==> src/hdl/spi_frame_pkg.sv <==
package spi_frame_pkg;

  // ----------------------------------------------------------------
  // Frame geometry
  // ----------------------------------------------------------------
  localparam int unsigned CMD_BITS        = 8;
  localparam logic [3:0]  BIT_COUNT_FULL  = 4'h8;
  localparam logic [3:0]  BIT_COUNT_RESET = 4'h0;

  // ----------------------------------------------------------------
  // Response values
  // ----------------------------------------------------------------
  localparam logic [7:0] ERROR_PATTERN  = 8'h80;
  localparam logic [7:0] RESP_RESET     = 8'h80;
  localparam logic [7:0] CMD_RESET      = 8'h00;

  // ----------------------------------------------------------------
  // Host timing
  // ----------------------------------------------------------------
  // Serial clock half period is this value plus one master clock: 25 MHz / 10 = 2.5 MHz
  localparam logic [3:0] SCLK_HALF_CYCLES = 4'h4;
  // Least strobe-high time between frames
  localparam int unsigned STROBE_HIGH_NS  = 527;
  localparam int unsigned MCLK_PERIOD_NS  = 40;
  localparam logic [4:0]  STROBE_HIGH_CYCLES =
    5'((STROBE_HIGH_NS + MCLK_PERIOD_NS - 1) / MCLK_PERIOD_NS);

  // Master state machine
  typedef enum logic [3:0] {
    HOST_IDLE  = 4'b0001,
    HOST_SETUP = 4'b0010,
    HOST_SHIFT = 4'b0100,
    HOST_GAP   = 4'b1000
  } host_state_t;

  // Commands of the slave end's own small decoder
  localparam logic [7:0] CMD_ECHO_ADDR = 8'hA5;

  // Operand/address bytes are told apart by the top bit being clear
  function automatic logic is_operand(input logic [7:0] b);
    return ~b[7];
  endfunction

endpackage

==> src/hdl/spi_frame_if.sv <==
`timescale 1ns/1ps
interface spi_frame_if;
  logic frame_n;
  logic sclk;
  logic mosi;
  logic miso_out;
  logic miso_oe;
  logic miso;

  // Resolved line: pulled high when nobody drives
  assign miso = miso_oe ? miso_out : 1'b1;

  modport host (
    output frame_n,
    output sclk,
    output mosi,
    input  miso
  );

  modport device (
    input  frame_n,
    input  sclk,
    input  mosi,
    output miso_out,
    output miso_oe
  );
endinterface

==> src/hdl/spi_cmd_slave.sv <==
`timescale 1ns/1ps
// Function
// - Strobe falling edge opens a new frame
// - Eight command bits shifted in MSB first
// - Sample rising sclk, change output falling
// - Falling strobe loads held response to shifter
// - Response shifts out MSB first, concurrently
// - Output released whenever strobe is high
// - Short frame discarded without execution
// - Address byte precedes its command byte
// - Illegal command answers with error pattern
module spi_cmd_slave
  import spi_frame_pkg::*;
(
  // Clock and reset
  input  wire logic       mclk,
  input  wire logic       reset_n,
  // Link
  spi_frame_if.device     link,
  // User side
  output logic [7:0]      cmd_byte,
  output logic            cmd_valid,
  output logic [7:0]      operand_byte,
  input  wire logic [7:0] resp_byte,
  input  wire logic       resp_valid
);

  // ----------------------------------------------------------------
  // Helper functions
  // ----------------------------------------------------------------
  // Rising edge between a delayed and a current synchronised level
  function automatic logic edge_up(input logic prev, input logic now);
    return ~prev & now;
  endfunction

  // Falling edge between a delayed and a current synchronised level
  function automatic logic edge_down(input logic prev, input logic now);
    return prev & ~now;
  endfunction

  // One bit enters at the bottom, the top bit drops out
  function automatic logic [7:0] shift_byte(input logic [7:0] b, input logic fill);
    return {b[6:0], fill};
  endfunction

  // ----------------------------------------------------------------
  // Pin synchronisers
  // ----------------------------------------------------------------
  logic [1:0] frame_sync_reg;
  logic [1:0] sclk_sync_reg;
  logic [1:0] mosi_sync_reg;
  logic       frame_d_reg;
  logic       sclk_d_reg;

  // Strobe resets to its idle high level, so reset makes no false start
  always_ff @(posedge mclk or negedge reset_n) begin
    if (!reset_n) begin
      frame_sync_reg <= 2'h3;
      frame_d_reg    <= 1'b1;
    end else begin
      frame_sync_reg <= {frame_sync_reg[0], link.frame_n};
      frame_d_reg    <= frame_sync_reg[1];
    end
  end

  // Serial clock idles low; the delay stage reads only the second flop
  always_ff @(posedge mclk or negedge reset_n) begin
    if (!reset_n) begin
      sclk_sync_reg <= 2'h0;
      sclk_d_reg    <= 1'b0;
    end else begin
      sclk_sync_reg <= {sclk_sync_reg[0], link.sclk};
      sclk_d_reg    <= sclk_sync_reg[1];
    end
  end

  // Data input needs no edge finding, only the two flops
  always_ff @(posedge mclk or negedge reset_n) begin
    if (!reset_n) begin
      mosi_sync_reg <= 2'h0;
    end else begin
      mosi_sync_reg <= {mosi_sync_reg[0], link.mosi};
    end
  end

  logic frame_s;
  logic frame_fall;
  logic frame_rise;
  logic sclk_rise;
  logic sclk_fall;

  // Strobe edges in the master clock domain
  assign frame_s    = frame_sync_reg[1];
  assign frame_fall = edge_down(frame_d_reg, frame_s);
  assign frame_rise = edge_up(frame_d_reg, frame_s);

  // Serial clock edges count only inside a frame
  assign sclk_rise  = edge_up(sclk_d_reg, sclk_sync_reg[1]) & ~frame_s;
  assign sclk_fall  = edge_down(sclk_d_reg, sclk_sync_reg[1]) & ~frame_s;

  // ----------------------------------------------------------------
  // Receive side
  // ----------------------------------------------------------------
  logic [7:0] rx_shift_reg;
  logic [3:0] bit_count_reg;
  logic [7:0] prev_byte_reg;

  // Command shifter and bit counter. A frame longer than eight clocks
  // keeps shifting, so the last eight bits win and still count as full
  always_ff @(posedge mclk or negedge reset_n) begin
    if (!reset_n) begin
      rx_shift_reg  <= CMD_RESET;
      bit_count_reg <= BIT_COUNT_RESET;
    end else if (frame_fall) begin
      bit_count_reg <= BIT_COUNT_RESET;
    end else if (sclk_rise) begin
      rx_shift_reg <= shift_byte(rx_shift_reg, mosi_sync_reg[1]);
      if (bit_count_reg != BIT_COUNT_FULL) begin
        bit_count_reg <= bit_count_reg + 4'h1;
      end
    end
  end

  logic frame_complete;

  // Complete only with a full byte; a short frame is simply dropped
  assign frame_complete = frame_rise && (bit_count_reg == BIT_COUNT_FULL);

  // Remember the last completed byte; it may be an address operand
  always_ff @(posedge mclk or negedge reset_n) begin
    if (!reset_n) begin
      prev_byte_reg <= CMD_RESET;
    end else if (frame_complete) begin
      prev_byte_reg <= rx_shift_reg;
    end
  end

  // ----------------------------------------------------------------
  // Execution
  // ----------------------------------------------------------------
  logic [7:0] hold_reg;

  // Execute strobe: one cycle, only after the strobe rises on a full byte
  always_ff @(posedge mclk or negedge reset_n) begin
    if (!reset_n) begin
      cmd_valid <= 1'b0;
    end else begin
      cmd_valid <= frame_complete;
    end
  end

  // Command and its operand, latched together at the rising strobe
  always_ff @(posedge mclk or negedge reset_n) begin
    if (!reset_n) begin
      cmd_byte     <= CMD_RESET;
      operand_byte <= CMD_RESET;
    end else if (frame_complete) begin
      cmd_byte     <= rx_shift_reg;
      operand_byte <= prev_byte_reg;
    end
  end

  // Response holding register; user answers in the same cycle as cmd_valid
  always_ff @(posedge mclk or negedge reset_n) begin
    if (!reset_n) begin
      hold_reg <= RESP_RESET;
    end else if (frame_complete && rx_shift_reg == CMD_ECHO_ADDR) begin
      // Echo answers with the byte of the frame before it
      hold_reg <= prev_byte_reg;
    end else if (cmd_valid && cmd_byte != CMD_ECHO_ADDR) begin
      // User logic flags an illegal command by holding resp_valid low
      hold_reg <= resp_valid ? resp_byte : ERROR_PATTERN;
    end
  end

  // ----------------------------------------------------------------
  // Transmit side
  // ----------------------------------------------------------------
  logic [7:0] tx_shift_reg;
  logic       miso_out_reg;
  logic       miso_oe_reg;

  // Output shifter: loaded at frame start, advanced on falling sclk.
  // The bit moves about three clocks after the fall, so the host must
  // wait at least that long before it takes the bit.
  always_ff @(posedge mclk or negedge reset_n) begin
    if (!reset_n) begin
      tx_shift_reg <= RESP_RESET;
      miso_out_reg <= 1'b0;
    end else if (frame_fall) begin
      tx_shift_reg <= shift_byte(hold_reg, 1'b0);
      miso_out_reg <= hold_reg[7];
    end else if (sclk_fall) begin
      miso_out_reg <= tx_shift_reg[7];
      tx_shift_reg <= shift_byte(tx_shift_reg, 1'b0);
    end
  end

  // Drive only inside a frame; release three clocks after the strobe rises
  always_ff @(posedge mclk or negedge reset_n) begin
    if (!reset_n) begin
      miso_oe_reg <= 1'b0;
    end else begin
      miso_oe_reg <= ~frame_s;
    end
  end

  // Pins straight from their flops
  assign link.miso_out = miso_out_reg;
  assign link.miso_oe  = miso_oe_reg;

endmodule

==> src/flat_wrapper.sv <==
// flat-port wrapper written by rule: the top's interface ports become plain ports
module spi_cmd_slave_flat import spi_frame_pkg::*;
  (mclk, reset_n, cmd_byte, cmd_valid, operand_byte, resp_byte, resp_valid, link_frame_n, link_sclk, link_mosi, link_miso_out, link_miso_oe);
  spi_frame_if link_i ();
  input  wire logic mclk;
  input  wire logic reset_n;
  output logic [7:0] cmd_byte;
  output logic cmd_valid;
  output logic [7:0] operand_byte;
  input  wire logic [7:0] resp_byte;
  input  wire logic resp_valid;
  input wire logic [$bits(link_i.frame_n)-1:0] link_frame_n;
  input wire logic [$bits(link_i.sclk)-1:0] link_sclk;
  input wire logic [$bits(link_i.mosi)-1:0] link_mosi;
  output wire logic [$bits(link_i.miso_out)-1:0] link_miso_out;
  output wire logic [$bits(link_i.miso_oe)-1:0] link_miso_oe;
  assign link_i.frame_n = link_frame_n;
  assign link_i.sclk = link_sclk;
  assign link_i.mosi = link_mosi;
  assign link_miso_out = link_i.miso_out;
  assign link_miso_oe = link_i.miso_oe;
  spi_cmd_slave u_core (.mclk(mclk), .reset_n(reset_n), .link(link_i), .cmd_byte(cmd_byte), .cmd_valid(cmd_valid), .operand_byte(operand_byte), .resp_byte(resp_byte), .resp_valid(resp_valid));
endmodule
==> config.mk <==
export PLATFORM = sky130hd
export DESIGN_NAME = spi_cmd_slave_flat
export DESIGN_NICKNAME = d
export VERILOG_FILES = /design/src/hdl/spi_frame_pkg.sv /design/src/hdl/spi_frame_if.sv /design/src/hdl/spi_cmd_slave.sv /design/src/flat_wrapper.sv
export SDC_FILE = /design/constraint.sdc
export NUM_CORES = 1
export LEC_CHECK = 0
export ABC_AREA = 0
export BUFFER_PORTS_ARGS = -buffer_cell sky130_fd_sc_hd__buf_2
export CELL_PAD_IN_SITES_DETAIL_PLACEMENT = 1
export CELL_PAD_IN_SITES_GLOBAL_PLACEMENT = 2
export CORE_AREA = 2 2 77 79
export DETAILED_ROUTE_END_ITERATION = 7
export DIE_AREA = 0 0 79 81
export PLACE_DENSITY_LB_ADDON = 0.1
export SYNTH_ARGS = -nofsm -noshare
export SYNTH_HDL_FRONTEND = slang
export SYNTH_SLANG_ARGS = --single-unit
==> constraint.sdc <==
create_clock -name mclk -period 3.4 [get_ports mclk]
set_clock_uncertainty 0.2 [all_clocks]
set_input_delay 0.34 -clock mclk [delete_from_list [all_inputs] [get_ports mclk]]
set_output_delay 0.34 -clock mclk [all_outputs]
set_load 0.03 [all_outputs]
==> results.md, run 1 <==
* Max Slew Vio Count at 0
* Hold Crit Class: input pin to register
* Vias per std cell at 4.83
* DR iter-0 viols at 53
* Slew headroom at 47.2%
* Most common cell in the netlist: dfrtp_1
* Fraction of layout cells with a size suffix above 1 at 34.7%
* Fin Setup TNS at 0 ns
* PortBufs at 32
* CTS clk-pin slew, worst paths at 0.10 ns
* Sink Count at 54
* Slowest stage delay, CP at 0.63 ns
* Synth top area cells: dfrtp_1 (55%), mux2_2 (12%), dfstp_2 (5.9%), mux2i_1 (3.2%), nand2_1 (2.9%)
* Post-route DRC at 0
* Die area at 0.00640 mm2
* Synth unique cells at 32
* Gr usage total at 15.6%
* Die W at 79 um
* CP Class: register to register
* Warnings, synthesis at 0
* Sequential element share of the synthesized area at 61.4%
* Final min period at 2.22 ns
* Initial Util at 39.0%
* VDD IR max at 0.287 mV
* Cell Pwr Density at 489 mW/mm2
* Worst-Margin Slew at 0.789 ns
* Final clock period utilization by the worst path at 65.2%
* CP max FO at 18
* Nets at 228
* Final WL at 4480 um
* Final HPWL DP at 3360 um
* Gr ovfl total at 0
* Pin count of the biggest net entering global routing at 34
* Crit start category: register
* Clk buf depth at 2
* Row count at 28
* First-pass GRT wire length at 7600 um
* Synth Instances at 172
* GPL Wtd Cong at 0.779
* Pre-Repair DR Iteration Count at 4
* Fillers at 633
* CTS tree: done
* Initial antenna violation count at 0
* Leak at 0.00127 uW
* Yosys top cell by area: dfrtp_1
* Max_cap viols at 0
* H-tree Lvls at 2
* Via count at 1392
* Top cell type's share of synthesized area at 55.4%
* Cell area after synthesis at 0.00221 mm2
* Final core utilization at 45.8%
* Element type at the critical path end: register
* RSZ-0062 raised after global routing: no
* Status: completed
* Cell Chain, Critical Path: inv_1 > ha_1 > nand3b_4 > nor3_4 > mux2_2
* Most frequent cells after synthesis: dfrtp_1 (49), mux2_2 (23), nand2_1 (17)
* Routed len/inst at 15.6 um
* Number of synthesized register bits at 54
* Num CTS Buffers at 5
* IO Count at 33
* Post-synth ARST share at 100%
* Clock root cell: clkbuf_8
* Placeable core area at 0.00568 mm2
* Final count of hold timing violations at 0
* Area growth, synth to finish at 17.5%
* Post-synth EDFFs at 0
* Total nets after synthesis at 188
* # setup viols final at 0
* Worst EP arrival at 2.21 ns
* Post_cts resized at 0
* Fmax at 451 MHz
* Critical-path top delay cell: nor3_4
* Vias in the first global route at 1470
* CP required at 3.40 ns
* Avg Inst Size Synth at 12.9 um2
* Routed Antenna Nets at 0
* Clock Latency Late Sink at 0.31 ns
* Ant diodes at 0
* Die Ht at 81 um
* Dominant synthesized flop cell: dfrtp_1
-- stage by stage --
| stage | hold WS [ns] | total power, uW | area (um2) | setup WS (ns) | cells |
|---|---|---|---|---|---|
| after floorplan | -0.156 | 805 | 2210 | 1.52 | 172 |
| after global placement | 0.140 | 848 | 2450 | 1.25 | 276 |
| after detailed placement | 0.136 | 859 | 2450 | 1.14 | 276 |
| after CTS | 0.114 | 1290 | 2600 | 1.13 | 288 |
| after global routing | 0.119 | 1330 | 2600 | 1.02 | 288 |
| final | 0.117 | 1270 | 2600 | 1.18 | 288 |
-- logic make-up (layout without fill, tap and decap cells) --
logic type	Yosys count	in the layout	synth area share, %
mux	30	30	14.9
xor+xnor	3	3	1.19
simple gates	51	51	12.8
fa+ha+maj	2	2	1.13
buf+inv	10	51	2.43
compound gates	22	22	6.22
flops	54	54	61.4
-- per-layer routing --
metal  routed length (um)  vias up  track usage, %
met5                    0        -               0
li1                     -      679               -
met3                  109        6            3.00
met1                 1960      690            19.8
met4                   73        0            5.69
met2                 2340       17            26.8
-- power by group --
group | leakage, uW | total (uW) | switching (uW) | internal [uW]
Combinational | 0.000550 | 111 | 56.4 | 54.8
Clock | 0.0000514 | 426 | 206 | 220
Sequential | 0.000666 | 734 | 40.6 | 694
-- critical path, delay by kind of cell (launching register included) --
family	cells	cell delay [ns]
flops	1	0.41
buf+inv	1	0.11
simple gates	2	0.76
fa+ha+maj	1	0.21
mux	1	0.42
-- worst paths after layout --
path                                                           from                             endpoint  slack [ns]  cells after the start
worst max-delay path            u_core.bit_count_reg[0]$_DFFE_PN0P_   u_core.operand_byte[6]$_DFFE_PN0P_        1.18                      5
worst min-delay path                                   resp_byte[6]       u_core.hold_reg[6]$_DFFE_PN0P_        0.12                      3
worst max register to register  u_core.bit_count_reg[0]$_DFFE_PN0P_   u_core.operand_byte[6]$_DFFE_PN0P_        1.18                      5
worst min register to register    u_core.mosi_sync_reg[0]$_DFF_PN0_    u_core.mosi_sync_reg[1]$_DFF_PN0_        0.16                      0
max in group asynchronous                                   reset_n       u_core.hold_reg[7]$_DFFE_PN1P_        1.78                      3
min in group asynchronous                                   reset_n  u_core.bit_count_reg[1]$_DFFE_PN0P_        0.41                      2
-- area by class of cell --
type                       count  area, um2  area share, %
clock buffer                   6       72.6           2.79
clock inverter                 2       37.5           1.44
inverter                       4       15.0          0.577
multi-input combinational    108        801           30.8
sequential                    54       1360           52.2
tap                           75       93.8           3.61
timing repair buffer          39        223           8.57
-- cells in the final DEF (no fill, tap or decap), drive strengths merged, types with 2 or more instances in the layout --
cell type / count
ha: 2
nor4bb: 2
mux2: 23
a31oi: 7
o21ai: 11
inv: 4
nand3: 9
dfrtp: 49
xor2: 2
nor2b: 4
nor2: 11
nand4b: 2
clkbuf: 6
nand2: 17
buf: 35
dlygate4sd3: 4
dfstp: 5
mux2i: 7
-- repair_timing --
item	in CTS	in global routing
buffers inserted	0	0
hold endpoints to repair	32	0
hold buffers	4	0
Power figures use the tool's default switching activity.
==> run 2, diff against run 1 <==
--- a/config.mk
+++ b/config.mk
@@ -5,13 +5,13 @@
 export SDC_FILE = /design/constraint.sdc
 export NUM_CORES = 1
 export LEC_CHECK = 0
-export ABC_AREA = 0
+export ABC_AREA = 1
 export BUFFER_PORTS_ARGS = -buffer_cell sky130_fd_sc_hd__buf_2
 export CELL_PAD_IN_SITES_DETAIL_PLACEMENT = 1
 export CELL_PAD_IN_SITES_GLOBAL_PLACEMENT = 2
-export CORE_AREA = 2 2 77 79
+export CORE_AREA = 2 2 91 93
 export DETAILED_ROUTE_END_ITERATION = 7
-export DIE_AREA = 0 0 79 81
+export DIE_AREA = 0 0 93 95
 export PLACE_DENSITY_LB_ADDON = 0.1
 export SYNTH_ARGS = -nofsm -noshare
 export SYNTH_HDL_FRONTEND = slang
==> constraint.sdc (replaced) <==
create_clock -name mclk -period 1.8 [get_ports mclk]
set_clock_uncertainty 0.2 [all_clocks]
set_input_delay 0.18 -clock mclk [delete_from_list [all_inputs] [get_ports mclk]]
set_output_delay 0.18 -clock mclk [all_outputs]
set_load 0.03 [all_outputs]
==> results.md, run 2 <==
* CP required at 1.80 ns
* Hold Path End: u_core.hold_reg[7]$_DFFE_PN1P_
* Crit path max-delay family: simple AND/OR/NAND/NOR gates
* Slew headroom at 75.2%
* Fraction of layout cells with a size suffix above 1 at 27.3%
* Synth unique cells at 23
* Worst-Margin Slew at 0.371 ns
* Total nets after synthesis at 280
* Vias in the first global route at 1896
* Worst path most repeated cell: nand2_1
* RR Endpoint: u_core.hold_reg[5]$_DFFE_PN0P_
* R2R cell count at 10
* Most common cell after layout, fill and taps aside: nand2_1
* Hold Crit Class: input pin to register
* Final WL at 5740 um
* GPL Wtd Cong at 0.738
* Nets at 334
* Row count at 33
* Most frequent cells in the layout: nand2_1 (92), dfrtp_1 (49), buf_2 (32), inv_1 (22)
* Sequential element share of the synthesized area at 57.6%
* Final HPWL DP at 4060 um
* VDD IR max at 0.630 mV
* Cell Chain, Critical Path: inv_2 > ha_4 > nand3_4 > nor2_4 > buf_4 > nand2_2 > nand2_1 > nand2_1 > nand2_1 > nand2_1
* Synth top area cells: dfrtp_1 (52%), nand2_1 (15%), dfstp_2 (5.6%), nand3_1 (3.8%), inv_1 (3.8%)
* Max Slew Vio Count at 0
* Status: completed
* Die W at 93 um
* Via count at 1875
* Synth Instances at 264
* Critical-path top delay cell: dfrtp_1
* Hold path startpoint: resp_byte[7]
* Initial antenna violation count at 0
* Cell area after synthesis at 0.00236 mm2
* Num CTS Buffers at 5
* Inst Count DP at 405
* # setup viols final at 0
* Clock root cell: clkbuf_8
* Die area at 0.00884 mm2
* Final hold slack at 0.0139 ns
* Yosys top cell by area: dfrtp_1
* CTS tree: done
* Slowest stage delay, CP at 0.40 ns
* Final count of hold timing violations at 0
* Routed len/inst at 13.5 um
* CTS clk-pin slew, worst paths at 0.09 ns
* Pin count of the biggest net entering global routing at 55
* Avg Inst Size Synth at 8.93 um2
* Post-synth EDFFs at 0
* Most common cell in the netlist: nand2_1
* Crit start category: register
* Cell Pwr Density at 1120 mW/mm2
* R2r setup slk at 0.08 ns
* Element type at the critical path end: register
* Post-synth ARST share at 100%
* Max_cap viols at 0
* Number of synthesized register bits at 54
* Pre-Repair DR Iteration Count at 4
* Clock Latency Late Sink at 0.31 ns
* Top cell type's share of synthesized area at 52.0%
* Fin worst setup slack at 0.0842 ns
* Placeable core area at 0.00793 mm2
* Gr usage total at 13.7%
* Fmax at 583 MHz
* Area growth, synth to finish at 24.4%
* PortBufs at 32
* Final core utilization at 37.0%
* Warnings, synthesis at 0
* Setup Slack @ Placement at 0.0307 ns
* Ant diodes at 0
* Final cell count without fillers at 424
* CP Class: register to register
* CP max FO at 7
* Post-route DRC at 0
* FF-to-FF Start: u_core.bit_count_reg[0]$_DFFE_PN0P_
* Final clock period utilization by the worst path at 95.3%
* Die Ht at 95 um
* Dominant synthesized flop cell: dfrtp_1
* Gr ovfl total at 0
* Clk buf depth at 2
* DR iter-0 viols at 25
* First-pass GRT wire length at 9340 um
* H-tree Lvls at 2
* Vias per std cell at 4.42
* Worst EP arrival at 1.72 ns
* Buf+Inv Stages, Crit Path at 2
* Sink Count at 54
* Final min period at 1.72 ns
* Routed Antenna Nets at 0
* Initial Util at 29.8%
* Most frequent cells after synthesis: nand2_1 (93), dfrtp_1 (49), inv_1 (24)
* IO Count at 33
* Leak at 0.00148 uW
* Hold Crit Depth at 5
==> run 2: cell count changes after synthesis, sizes merged, moves of 2 or more <==
cell | before | now
inv | 4 | 28
nor2 | 11 | 21
nand4b | 2 | 0
nand2 | 17 | 96
mux2 | 23 | 0
nor2b | 4 | 0
mux2i | 7 | 0
a21oi | 1 | 3
o21ai | 11 | 24
nor4bb | 2 | 0
nand3 | 9 | 19
==> run 2: how the worst max path moves through the flow <==
stage,end,slack (ns),cells past startpoint,startpoint
2_1_floorplan,u_core.hold_reg[0]$_DFFE_PN0P_,0.21,9,u_core.bit_count_reg[0]$_DFFE_PN0P_
3_3_place_gp,u_core.hold_reg[3]$_DFFE_PN0P_,0.1,9,u_core.bit_count_reg[0]$_DFFE_PN0P_
3_5_place_dp,u_core.hold_reg[3]$_DFFE_PN0P_,0.03,9,u_core.bit_count_reg[0]$_DFFE_PN0P_
4_1_cts,u_core.hold_reg[3]$_DFFE_PN0P_,0.01,9,u_core.bit_count_reg[0]$_DFFE_PN0P_
5_1_grt,u_core.hold_reg[2]$_DFFE_PN0P_,-0.02,9,u_core.bit_count_reg[1]$_DFFE_PN0P_
6_report,u_core.hold_reg[5]$_DFFE_PN0P_,0.08,10,u_core.bit_count_reg[0]$_DFFE_PN0P_
==> run 2: area by class of cell <==
cell class	instances	area [um2]
tap	105	131
inverter	29	111
clock buffer	7	76.3
clock inverter	1	30.0
fill	976	4990
multi-input combinational	176	891
sequential	54	1360
timing repair buffer	52	337
==> run 2: cell families after synthesis <==
logic type / share of synthesized area [%]
simple gates: 24.7
flops: 57.6
buf+inv: 6.95
compound gates: 9.02
xor+xnor: 0.743
fa+ha+maj: 1.06
==> run 2: what timing repair did <==
item / in CTS / in global routing
resized for setup: 0 / 9
endpoints found under the setup margin: 0 / 19
hold buffers: 4 / 0
buffers inserted: 0 / 5
hold endpoints to repair: 57 / 0
==> run 2: stage by stage <==
step           power, uW  area, um2  TNS [ns]
2_1_floorplan       2140       2360         0
3_3_place_gp        2430       2690         0
3_5_place_dp        2430       2690         0
4_1_cts             3260       2840         0
5_1_grt             3520       2930   -0.0216
6_report            3290       2930         0
==> run 2: power breakdown <==
group,switching (uW),internal [uW]
sequential,186,1470
clock,399,417
combinational,520,300
total,1110,2190
==> run 2: worst reg2reg max path, stage by stage, from the launching register on <==
cell and delay [ns]:
dfrtp_1 0.40, inv_2 0.09, ha_4 0.15, nand3_4 0.07, nor2_4 0.24, buf_4 0.17, nand2_2 0.07, nand2_1 0.07
nand2_1 0.05, nand2_1 0.06, nand2_1 0.05
==> run 2: per-layer routing <==
layer | global-route usage (%) | vias to the layer above | share of wire (%)
met5 | 0 | - | 0
met4 | 4.41 | 0 | 1.2
met3 | 2.71 | 4 | 2.4
met2 | 23.2 | 20 | 50
met1 | 17.6 | 919 | 46
li1 | - | 932 | -
==> run 3, diff against run 2 <==
--- a/config.mk
+++ b/config.mk
@@ -9,9 +9,9 @@
 export BUFFER_PORTS_ARGS = -buffer_cell sky130_fd_sc_hd__buf_2
 export CELL_PAD_IN_SITES_DETAIL_PLACEMENT = 1
 export CELL_PAD_IN_SITES_GLOBAL_PLACEMENT = 2
-export CORE_AREA = 2 2 91 93
+export CORE_AREA = 2 2 87 89
 export DETAILED_ROUTE_END_ITERATION = 7
-export DIE_AREA = 0 0 93 95
+export DIE_AREA = 0 0 89 91
 export PLACE_DENSITY_LB_ADDON = 0.1
 export SYNTH_ARGS = -nofsm -noshare
 export SYNTH_HDL_FRONTEND = slang
==> constraint.sdc (replaced) <==
create_clock -name mclk -period 1.85 [get_ports mclk]
set_clock_uncertainty 0.2 [all_clocks]
set_input_delay 0.185 -clock mclk [delete_from_list [all_inputs] [get_ports mclk]]
set_output_delay 0.185 -clock mclk [all_outputs]
set_load 0.03 [all_outputs]
==> results.md, run 3 (same netlist as run 2, synthesis figures left out) <==
* Status: completed
* Most common cell after layout, fill and taps aside: nand2_1
* First-pass GRT wire length at 9080 um
* Die area at 0.00810 mm2
* Final HPWL DP at 3920 um
* Via count at 1841
* Final hold slack at 0.0285 ns
* Area growth, synth to finish at 22.8%
* Fraction of layout cells with a size suffix above 1 at 25.9%
* Ant diodes at 0
* Num CTS Buffers at 5
* Cell Chain, Critical Path: inv_2 > ha_1 > nand3_2 > nor2_4 > buf_12 > nand3_1 > nand3_1 > nand2_1
* Clock root cell: clkbuf_8
* IO Count at 33
* Worst path most repeated cell: nand3_1
* GPL Wtd Cong at 0.758
* PortBufs at 32
* Sink Count at 54
* Fin Setup TNS at 0 ns
* Routed len/inst at 13.2 um
* Worst-Margin Slew at 0.452 ns
* Die W at 89 um
* H-tree Lvls at 2
* Final core utilization at 40.6%
* Clock Latency Late Sink at 0.32 ns
* Reg area at 0.00136 mm2
* Pre-Repair DR Iteration Count at 4
* Crit start category: register
* Critical-path top delay cell: dfrtp_1
* Gr ovfl total at 0
* DR iter-0 viols at 34
* CTS tree: done
* Vias in the first global route at 1815
* CP max FO at 12
* Slew headroom at 69.8%
* Initial antenna violation count at 0
* CP required at 1.86 ns
* Element type at the critical path end: register
* Gr usage total at 14.5%
* Routed Antenna Nets at 0
* CP Class: register to register
* Final clock period utilization by the worst path at 93.3%
* Leak at 0.00146 uW
* # setup viols final at 0
* Die Ht at 91 um
* Max_cap viols at 0
* Row count at 31
* Final count of hold timing violations at 0
* Nets at 331
* Fillers at 857
* Final min period at 1.73 ns
* Max Slew Vio Count at 0
* CTS clk-pin slew, worst paths at 0.10 ns
* Most frequent cells in the layout: nand2_1 (93), dfrtp_1 (49), buf_2 (32), inv_1 (23)
* Final WL at 5490 um
* Clk buf depth at 2
* Placeable core area at 0.00714 mm2
* Vias per std cell at 4.44
* Fmax at 580 MHz
* VDD IR max at 0.441 mV
* Worst EP arrival at 1.73 ns
* Multi-input gate area at 868 um2
* Pin count of the biggest net entering global routing at 38
* Hold Crit Class: input pin to register
* Post-route DRC at 0
* Initial Util at 33.0%
* Cell Pwr Density at 1040 mW/mm2
* Slowest stage delay, CP at 0.42 ns
## run 3: metal layers
layer / GRT usage [%] / vias up / wire length, um
met4: 4.10 / 0 / 70
met5: 0 / - / 0
li1: - / 928 / -
met2: 22.5 / 20 / 2660
met1: 20.7 / 887 / 2640
met3: 2.82 / 6 / 123
## run 3: worst max-delay path: cells and delay by family, from the launching register on
family / cells / cell delay (ns)
AND/OR/NAND/NOR: 5 / 0.60
flip-flops: 1 / 0.42
buffers and inverters: 2 / 0.25
adder cells (fa/ha/maj): 1 / 0.15
## run 3: final timing paths
check | slack, ns | endpoint | startpoint | cells after the start
worst min register to register | 0.16 | u_core.frame_sync_reg[1]$_DFF_PN1_ | u_core.frame_sync_reg[0]$_DFF_PN1_ | 0
worst max register to register | 0.12 | u_core.hold_reg[4]$_DFFE_PN0P_ | u_core.bit_count_reg[0]$_DFFE_PN0P_ | 8
worst max-delay path | 0.12 | u_core.hold_reg[4]$_DFFE_PN0P_ | u_core.bit_count_reg[0]$_DFFE_PN0P_ | 8
min in group asynchronous | 0.14 | u_core.bit_count_reg[3]$_DFFE_PN0P_ | reset_n | 2
max in group asynchronous | 0.70 | u_core.frame_d_reg$_DFF_PN1_ | reset_n | 3
worst min-delay path | 0.03 | u_core.hold_reg[3]$_DFFE_PN0P_ | resp_byte[3] | 5
## run 3: cell type report
cell class | instances | share of cell area, %
Sequential cell | 54 | 46.9
Multi-Input combinational cell | 176 | 30.0
Timing Repair Buffer | 49 | 11.7
Tap cell | 99 | 4.28
Inverter | 29 | 3.93
Clock buffer | 5 | 2.38
Clock inverter | 3 | 0.864
## run 3: metrics by stage
stage	setup WS [ns]	total power, uW	cells	instance area [um2]
floorplan	0.256	2080	264	2360
global placement	0.152	2340	396	2680
detailed placement	0.0976	2350	396	2680
CTS	0.0823	3080	409	2820
global route	-0.00649	3240	415	2900
finish	0.125	3020	415	2900
## run 3: what timing repair did
item	CTS	global route
gates resized for setup	0	5
hold endpoints to repair	21	0
hold buffers	5	0
buffers inserted	0	4
endpoints found under the setup margin	0	15
## run 3: power breakdown
part,leakage [uW],total (uW),internal (uW),switching [uW]
Clock,0.0000447,690,274,416
Combinational,0.000763,725,254,472
Sequential,0.000651,1600,1430,174
Total,0.00146,3020,1960,1060
